$ cat src/inc/srpmc_defines.svh
`ifndef SRPMC_DEFINES_SVH
`define SRPMC_DEFINES_SVH
// Register offsets
`define SRPMC_ADDR_CSC 8'h00
`define SRPMC_ADDR_REG 8'h0b
`define SRPMC_ADDR_STAT 8'h0c
// Reset values
`define SRPMC_CSC_RST 8'h01
`define SRPMC_REG_RST 8'h87
// Chip state control fields
`define SRPMC_CSC_SUP5V 0
`define SRPMC_CSC_RXON 1
`define SRPMC_CSC_HALF 4
`define SRPMC_CSC_RFON 5
`define SRPMC_CSC_STBY 7
// Regulator control fields
`define SRPMC_REG_AUTO 7
// Target codes in 100 mV units (tens of mV for delta)
`define SRPMC_DELTA_250 8'd25
`define SRPMC_DELTA_350 8'd35
`define SRPMC_DELTA_400 8'd40
`define SRPMC_V_4P3 8'd43
`define SRPMC_V_2P7 8'd27
`define SRPMC_V_3P4 8'd34
`define SRPMC_V_5P0 8'd50
// Calibration length in cycles
`define SRPMC_CAL_CYC 8'd16
`endif

$ cat src/inc/srpmc_pkg.sv
package srpmc_pkg;
  typedef logic [7:0] srpmc_byte_t;
  typedef enum logic [2:0] {
    SRPMC_OFF = 3'b001,
    SRPMC_CAL = 3'b010,
    SRPMC_RUN = 3'b100
  } srpmc_state_e;
endpackage

$ cat src/core/srpmc_core.sv
// The plain strobed port was left to the implementer.
`timescale 1ns/10ps
`include "srpmc_defines.svh"
// Notes on behaviour
// - Chip state bit 0 picks 5-V (default) or 3-V supply setup.
// - Regulator bit 7 high selects automatic, low manual; automatic by default.
// - Automatic: bits 1:0 give 250, 350 or 400 mV drop below input.
// - Manual 5-V: bits 2:0 set PA regulator 4.3-5.0 V; others 3.4 V.
// - Manual 3-V: bits 2:0 set all regulators 2.7-3.4 V together.
// - Automatic default drop 250 mV, capped 5 V PA (3.4 V in 3-V setup) and 3.4 V others.
// - Power state follows main enable, wake pin and chip state bits.
// - Main enable high turns on regulators, oscillator and MCU clock.
// - Enable with state 21/20 gives full power, 31/30 half; wake ignored.
// - Calibration runs on enable rise with bit 7 set and each 0-to-1 of regulator bit 7 while enabled.
// - Chip state bit 5 turns on TX and RX while enabled, unless standby bit 7 is set.
module srpmc_core
  import srpmc_pkg::*;
(
  input wire logic MCU_CLOCK_OUTPUT,
  input wire logic NRST,
  input wire logic [7:0] ADDR,
  input wire logic [7:0] WDATA,
  input wire logic WR,
  input wire logic RD,
  output logic [7:0] RDATA,
  input wire logic MAIN_ENABLE_PIN,
  input wire logic WAKE_ENABLE_PIN,
  output logic REG_ENABLE,
  output logic OSC_ENABLE,
  output logic MCU_CLOCK_OUTPUT_EN,
  output logic AUX_CLOCK_EN,
  output logic VDD_X_ENABLE,
  output logic TX_ON,
  output logic RX_ON,
  output logic HALF_POWER,
  output logic SUPPLY_5V,
  output logic AUTO_MODE,
  output logic CAL_BUSY,
  output logic [7:0] DELTA_MV10,
  output logic [7:0] PA_TARGET,
  output logic [7:0] AX_TARGET
);
  // =============================================
  // Register file
  srpmc_byte_t csc_q, csc_d, reg_q, reg_d, rdata_q, rdata_d;
  logic wr_csc, wr_reg;
  assign wr_csc = WR && (ADDR == `SRPMC_ADDR_CSC);
  assign wr_reg = WR && (ADDR == `SRPMC_ADDR_REG);
  assign csc_d = wr_csc ? WDATA : csc_q;
  assign reg_d = wr_reg ? WDATA : reg_q;

  srpmc_state_e st_q, st_d;
  logic [7:0] cnt_q, cnt_d;
  logic en_q;
  logic [7:0] status;
  assign status = {5'h00, st_q};
  assign rdata_d = !RD ? 8'h00 :
                   (ADDR == `SRPMC_ADDR_CSC) ? csc_q :
                   (ADDR == `SRPMC_ADDR_REG) ? reg_q :
                   (ADDR == `SRPMC_ADDR_STAT) ? status : 8'h00;

  always_ff @(posedge MCU_CLOCK_OUTPUT) begin
    if (!NRST) begin
      csc_q <= `SRPMC_CSC_RST;
      reg_q <= `SRPMC_REG_RST;
      rdata_q <= 8'h00;
    end else begin
      csc_q <= csc_d;
      reg_q <= reg_d;
      rdata_q <= rdata_d;
    end
  end

  // =============================================
  // Calibration sequencer
  logic en_rise, auto_rise;
  assign en_rise = MAIN_ENABLE_PIN && !en_q;
  assign auto_rise = wr_reg && WDATA[`SRPMC_REG_AUTO] && !reg_q[`SRPMC_REG_AUTO];
  logic cal_start;
  assign cal_start = (en_rise && reg_q[`SRPMC_REG_AUTO]) || (MAIN_ENABLE_PIN && auto_rise);

  always_comb begin
    st_d = st_q;
    cnt_d = cnt_q;
    unique case (st_q)
      SRPMC_OFF: begin
        if (MAIN_ENABLE_PIN) begin
          st_d = cal_start ? SRPMC_CAL : SRPMC_RUN;
          cnt_d = `SRPMC_CAL_CYC;
        end
      end
      SRPMC_CAL: begin
        cnt_d = cnt_q - 8'h01;
        if (!MAIN_ENABLE_PIN) begin
          st_d = SRPMC_OFF;
        end else if (cal_start) begin
          cnt_d = `SRPMC_CAL_CYC;
        end else if (cnt_q == 8'h01) begin
          st_d = SRPMC_RUN;
        end
      end
      SRPMC_RUN: begin
        if (!MAIN_ENABLE_PIN) begin
          st_d = SRPMC_OFF;
        end else if (cal_start) begin
          st_d = SRPMC_CAL;
          cnt_d = `SRPMC_CAL_CYC;
        end
      end
    endcase
  end

  always_ff @(posedge MCU_CLOCK_OUTPUT) begin
    if (!NRST) begin
      st_q <= SRPMC_OFF;
      cnt_q <= 8'h00;
      en_q <= 1'b0;
    end else begin
      st_q <= st_d;
      cnt_q <= cnt_d;
      en_q <= MAIN_ENABLE_PIN;
    end
  end

  // =============================================
  // Target decode
  logic auto_w;
  logic [7:0] delta_w, pa_w, ax_w;
  srpmc_target u_target (
    .reg_ctrl(reg_q),
    .sup5v(csc_q[`SRPMC_CSC_SUP5V]),
    .auto_mode(auto_w),
    .delta(delta_w),
    .pa_tgt(pa_w),
    .ax_tgt(ax_w)
  );

  // =============================================
  // Power mode decode
  logic active, stby, tx_d, rx_d, half_d;
  assign active = MAIN_ENABLE_PIN;
  assign stby = csc_q[`SRPMC_CSC_STBY];
  assign tx_d = active && !stby && csc_q[`SRPMC_CSC_RFON];
  assign rx_d = active && !stby && (csc_q[`SRPMC_CSC_RFON] || csc_q[`SRPMC_CSC_RXON]);
  assign half_d = tx_d && csc_q[`SRPMC_CSC_HALF];

  always_ff @(posedge MCU_CLOCK_OUTPUT) begin
    if (!NRST) begin
      REG_ENABLE <= 1'b0;
      OSC_ENABLE <= 1'b0;
      MCU_CLOCK_OUTPUT_EN <= 1'b0;
      AUX_CLOCK_EN <= 1'b0;
      VDD_X_ENABLE <= 1'b0;
      TX_ON <= 1'b0;
      RX_ON <= 1'b0;
      HALF_POWER <= 1'b0;
      SUPPLY_5V <= 1'b1;
      AUTO_MODE <= 1'b1;
      CAL_BUSY <= 1'b0;
      DELTA_MV10 <= `SRPMC_DELTA_250;
      PA_TARGET <= `SRPMC_V_5P0;
      AX_TARGET <= `SRPMC_V_3P4;
    end else begin
      REG_ENABLE <= active;
      OSC_ENABLE <= active;
      MCU_CLOCK_OUTPUT_EN <= active;
      // Wake pin keeps aux clock and VDD_X while main enable is low
      AUX_CLOCK_EN <= !active && WAKE_ENABLE_PIN;
      VDD_X_ENABLE <= active || WAKE_ENABLE_PIN;
      TX_ON <= tx_d;
      RX_ON <= rx_d;
      HALF_POWER <= half_d;
      SUPPLY_5V <= csc_q[`SRPMC_CSC_SUP5V];
      AUTO_MODE <= auto_w;
      CAL_BUSY <= (st_d == SRPMC_CAL);
      DELTA_MV10 <= delta_w;
      PA_TARGET <= pa_w;
      AX_TARGET <= ax_w;
    end
  end
  assign RDATA = rdata_q;
endmodule // srpmc_core

$ cat src/core/srpmc_target.sv
`timescale 1ns/10ps
`include "srpmc_defines.svh"
// =============================================
// Regulator target decode
module srpmc_target
  import srpmc_pkg::*;
(
  input wire logic [7:0] reg_ctrl,
  input wire logic sup5v,
  output logic auto_mode,
  output logic [7:0] delta,
  output logic [7:0] pa_tgt,
  output logic [7:0] ax_tgt
);
  logic [7:0] step;
  assign step = {5'h00, reg_ctrl[2:0]};
  assign auto_mode = reg_ctrl[`SRPMC_REG_AUTO];
  // Delta from bits 1:0; 01 treated as 400 mV
  assign delta = (reg_ctrl[1:0] == 2'h3) ? `SRPMC_DELTA_250 :
                 (reg_ctrl[1:0] == 2'h2) ? `SRPMC_DELTA_350 : `SRPMC_DELTA_400;
  assign pa_tgt = auto_mode ? (sup5v ? `SRPMC_V_5P0 : `SRPMC_V_3P4) :
                  sup5v ? (`SRPMC_V_4P3 + step) : (`SRPMC_V_2P7 + step);
  assign ax_tgt = (auto_mode || sup5v) ? `SRPMC_V_3P4 : (`SRPMC_V_2P7 + step);
endmodule // srpmc_target

$ cat config.mk
export PLATFORM = sky130hd
export DESIGN_NAME = srpmc_core
export DESIGN_NICKNAME = d
export VERILOG_FILES = /design/src/inc/srpmc_pkg.sv /design/src/core/srpmc_core.sv /design/src/core/srpmc_target.sv
export VERILOG_INCLUDE_DIRS = /design/src /design/src/inc
export SDC_FILE = /design/constraint.sdc
export NUM_CORES = 1
export LEC_CHECK = 0
export BUFFER_PORTS_ARGS = -buffer_cell sky130_fd_sc_hd__buf_2
export CELL_PAD_IN_SITES_DETAIL_PLACEMENT = 1
export CELL_PAD_IN_SITES_GLOBAL_PLACEMENT = 2
export CORE_MARGIN = 1.5
export CORE_UTILIZATION = 33
export DETAILED_ROUTE_END_ITERATION = 6
export PLACE_DENSITY = 0.83
export SLEW_MARGIN = 20
export SYNTH_ARGS = -nofsm -noshare
export SYNTH_HDL_FRONTEND = slang
export SYNTH_SLANG_ARGS = --single-unit
export TNS_END_PERCENT = 30
$ cat constraint.sdc
create_clock -name MCU_CLOCK_OUTPUT -period 2.6 [get_ports MCU_CLOCK_OUTPUT]
set_input_delay 0.26 -clock MCU_CLOCK_OUTPUT [delete_from_list [all_inputs] [get_ports MCU_CLOCK_OUTPUT]]
set_output_delay 0.26 -clock MCU_CLOCK_OUTPUT [all_outputs]
set_load 0.01 [all_outputs]
Word-level counts from Yosys, hierarchy flattened
Index checks and enable logic that the tools add are counted.

Flip-flop bits (word level): 68. Input bits: 22. Output and inout port bits: 43. Logic and storage cells: 79.

$add $sub $neg: 3. Equal/unequal tests: 12. Multiplexer cells: 21. Bitwise gates (word level): 1. Reductions and logical operators: 25.

Operator list (number): $mux W8 (9); $mux W3 (8); $pmux W8 S3 (1); $eq A8 B4 Y1 const B (2); $logic_and A1 B1 Y1 (12); $pmux W3 S3 (1); $eq A8 B1 Y1 const B (1); $logic_not A8 Y1 (1); $sub A8 B1 Y8 const B (1); $add A6 B3 Y7 const A (1); $add A5 B3 Y6 const A (1); $eq A3 B2 Y1 const B (2); $ne A2 B2 Y1 const B (3); $mux W5 (1); $eq A2 B2 Y1 const B (2); $logic_not A1 Y1 (4); $logic_or A1 B1 Y1 (4); $mux W4 (1); $reduce_or A2 Y1 (2); $eq A3 B1 Y1 const B (1); $eq A3 B3 Y1 const B (1); $reduce_and A3 Y1 (1); $reduce_and A2 Y1 (1); $not A1 Y1 (1).

Logic depth before layout (Yosys ltp)
Depth after elaboration: 10. Gate-level depth with buffers: 7.

Modules after synthesis
A second synthesis with hierarchy kept.

Cell total of the unflattened synthesis: 299. Area total of the unflattened synthesis: 2717.6 µm².

By module, submodules not included: srpmc_core (times used 1, cells an instance 263, area each 2462.4 µm²); srpmc_target (times used 1, cells an instance 36, area each 255.2 µm²).

Worst setup path after synthesis
OpenSTA, ideal clock, no wires.

Kind: input-to-reg. From: input port ADDR[5]. To: register cnt_q[3]. Setup time: 0.070 ns. Arrival: 1.804 ns. Path slack: 0.726 ns. Stages: 6. Buffers on the path: 1. Cell sequence: or4_4 > buf_6 > nor3_4 > nor2_2 > or4_1 > a21oi_1.

Cells in the longest elaborated chain, start to end: 9. Elaborated cells between the ends (all ways): 11. Those cells by class: eq/ne: 2; mux: 3; reduce/logical: 6.

Ends and longest elaborated chain: start, declared (line srpmc_core.sv:21) `input wire logic [7:0] ADDR,`; $eq A8 B4 Y1 (no line) *; $logic_and A1 B1 Y1 * (line srpmc_core.sv:48) `` assign wr_reg = WR && (ADDR == `SRPMC_ADDR_REG); ``; $logic_and A1 B1 Y1 * (2 in a row) (line srpmc_core.sv:78) `` assign auto_rise = wr_reg && WDATA[`SRPMC_REG_AUTO] && !reg_q[`SRPMC_REG_AUTO]; ``; $logic_and A1 B1 Y1 * (line srpmc_core.sv:80) `` assign cal_start = (en_rise && reg_q[`SRPMC_REG_AUTO]) || (MAIN_ENABLE_PIN && auto_rise); ``; $logic_or A1 B1 Y1 * (line srpmc_core.sv:80); $mux W8 (line srpmc_core.sv:96) `end else if (cal_start) begin`; $mux W8 (line srpmc_core.sv:94) `if (!MAIN_ENABLE_PIN) begin`; $pmux W8 S3 (line srpmc_core.sv:85) `unique case (st_q)`; end signal, assigned (line srpmc_core.sv:120) `cnt_q <= cnt_d;`; end, declared (line srpmc_core.sv:53) `logic [7:0] cnt_q, cnt_d;`.

Mark *: on every way between the ends. The rest lies on a longest branch, timed or not. A chain may end at the register's enable or synchronous reset.

Worst setup path after layout
From: register cnt_q[3]. To: register CAL_BUSY.

Cells in the longest elaborated chain, start to end: 6.

Ends and longest elaborated chain: $eq A8 B1 Y1 (line srpmc_core.sv:98) `end else if (cnt_q == 8'h01) begin`; $mux W3 (line srpmc_core.sv:98); $mux W3 (line srpmc_core.sv:96); $mux W3 (line srpmc_core.sv:94); $pmux W3 S3 (line srpmc_core.sv:85); $eq A3 B2 Y1 (line srpmc_core.sv:175) `CAL_BUSY <= (st_d == SRPMC_CAL);`; end signal, assigned (line srpmc_core.sv:175); end, declared (line srpmc_core.sv:38) `output logic CAL_BUSY,`.

Every way passes these cells.

==> metrics <==
clk_lat worst skew 0.34 ns; NumNets Final 355; Tot Pwr 2.07 mW; Setup crit start kind register; Post-synth EDFFs 0; RSZ-0062 raised after global routing false; full die area 8010 sq um; worst-path cell with the longest stage delay nor4_1; TritonRoute pass-1 iters 4; CTS resizes 0; cts bufs inserted 9; vias per std cell 4.88; Post-CTS Setup Bufs 0; final non-filler cell area 3040 sq um; vias in the first global route 2028; worst-margin pin slew 0.721 ns; Primary FF master, synth dfxtp_1; Syn Area/Cell 9.14 sq um; Worst setup EP type register; arrival time worst endpoint 2.02 ns; cell with the most instances after synthesis dfxtp_1; Worst Setup SP cnt_q[3]; DRT Wirelength 6100 um; number of remaining DRC errors 0; hold path startpoint WAKE_ENABLE_PIN; CTS tree yes; Starting Density 34.0%; Slew Viols, Final 0; root buf cell clkbuf_8; Sw Pwr 0.516 mW; status finished, final reports clean; Worst Clk Skew 0.00834 ns; post-route minimum period 1.80 ns; Seq cells post-synth 61; pin count of the biggest net entering global routing 18; CP bufs+invs 0; DR iter-0 viols 113; setup TNS 0 ns; Ant. Diodes 0; Net Sw Frac 24.9%; Worst Setup Path Type reg2reg; Die Wd 89.5 um; count of cell types in the netlist 45; sequential power share 46.8%; Synth top area share 49.5%; first-pass GRT wire length 9800 um; io pins 65; GRT overflow 0; initial antenna violation count 0; Die Y 89.5 um; DP HPWL 4350 um; fraction of layout cells with a size suffix above 1 27.1%; CTS Hold Buffers Added 0; Post-Synthesis Cells 270; Overall Global Routing Usage 16.4%; CORE AREA 7250 sq um; # clock sinks 61; row count 31; Hold Slack 0.132 ns; GPL Wtd Cong 0.751; Setup-failing EPs final 0; Hold Violations, Final 0; critical-path cell list nor4_1 -> a31o_2 -> nor2_1 -> a211oi_1 -> nor3_1; Slew HR 51.5%; H-Tree Depth 3; Peak supply drop 0.267 mV; placed cells 415; clock slew at reported path FFs 0.07 ns; MaxCap Viol Count 0; Final Non-Filler Cells 431; Max stage delay on crit path 0.58 ns; Synth Cell Area 2470 sq um; Hold WC Path Type in2reg; WL per Instance 14.2 um; Clk pwr share 46.0%; reg2reg start cnt_q[3]; Combinational Power Share 7.2%; Post-DP Area 2820 sq um; # port buffers 57; Synth area leaders dfxtp_1, nand3_1, nand2_1; yosys warns 0; fmax 556 MHz; Req. time, crit path 2.82 ns; Max FO, Critical Path 5; delay-heaviest family, CP simple AND/OR/NAND/NOR gates; internal power 1.56 mW; Layout area overhead 23.1%; asr flop ratio synth 0%; reported leakage power 1.33 nW; Final Cycle Share 69.2%; Power Dens Cells 682 nW/um^2; Max Root-Sink Buffers 2; Synth top cells by count dfxtp_1, nand2_1, nand3_1, nor2_1, inv_1; antenna viol nets, final 0; largest area contributor in the netlist dfxtp_1; post-synthesis sequential area ratio 49.5%; Vias 2103
==> path summary, 6_finish.rpt <==
check                               endpoint  slack (ns)  cells after the start
worst min-delay path            VDD_X_ENABLE        0.13                      2
worst max-delay path                CAL_BUSY        0.80                      5
worst max register to register      CAL_BUSY        0.80                      5
worst min register to register      reg_q[5]        0.47                      2
==> cells by family after synthesis <==
| kind of cell | after synthesis | synth area share (%) |
|---|---|---|
| adder cells (fa/ha/maj) | 6 | 3.04 |
| other | 1 | 0.152 |
| buffers and inverters | 38 | 7.70 |
| AND/OR/NAND/NOR | 115 | 24.6 |
| AO/OA/AOI/OAI | 47 | 14.2 |
| multiplexers | 1 | 0.405 |
| XOR/XNOR | 1 | 0.355 |
| flip-flops | 61 | 49.5 |
==> flip-flops by register name, summed over array words and instances, names as in the netlist <==
signal               count
csc_q                    8
TX_ON                    1
reg_q                    8
AX_TARGET                6
DELTA_MV10               5
SUPPLY_5V                1
MCU_CLOCK_OUTPUT_EN      1
RDATA                    8
cnt_q                    8
PA_TARGET                6
st_q                     3
AUTO_MODE                1
HALF_POWER               1
VDD_X_ENABLE             1
AUX_CLOCK_EN             1
RX_ON                    1
CAL_BUSY                 1
==> power groups by stage <==
stage,Sequential [mW],Combinational [mW],Clock [mW]
after floorplan,0.981,0.113,0
after global placement,0.990,0.146,0
after detailed placement,0.991,0.150,0
after CTS,0.969,0.151,0.968
after global routing,0.973,0.169,1.01
final,0.969,0.150,0.953
==> placed cells by master, fill, tap and decap left out, types with 3 or more instances in the layout <==
cell type / count
a21boi_0: 12
a22oi_1: 5
nand2b_1: 4
or3_1: 5
nand3_1: 23
or2_2: 4
or4_1: 4
nor4_1: 3
buf_2: 57
dfxtp_1: 61
a21oi_1: 6
nor2_1: 20
nor3_1: 6
o21ai_0: 7
nand2_1: 28
and2_1: 4
o31ai_1: 5
clkbuf_8: 9
buf_4: 7
inv_1: 14
ha_1: 6
conb_1: 7
nor2b_1: 4
a222oi_1: 3
==> metrics by stage <==
stage,setup WS [ns],util (%)
2_1_floorplan,0.726,-
3_3_place_gp,0.549,38.8
3_5_place_dp,0.494,38.8
4_1_cts,0.816,41.9
5_1_grt,0.698,41.9
6_report,0.801,41.9
==> routing by layer <==
layer,wire (um),global-route usage [%],up-vias,part of all wire [%]
li1,-,-,1036,-
met1,2910,21.2,991,48
met2,2770,25.2,67,45
met3,311,3.60,9,5.1
met4,114,9.09,0,1.9
met5,0,0,-,0
==> final cells by class <==
cell class              instances  area (sq um)
clock buffers                   9           124
clock inverters                 7          98.8
fillers                       900          4220
inverters                      14          52.6
multi-input cells             177          1080
flip-flops and latches         61          1220
well taps                      99           124
repair buffers                 64           338
Note: power is estimated with default switching activity, not from simulation.
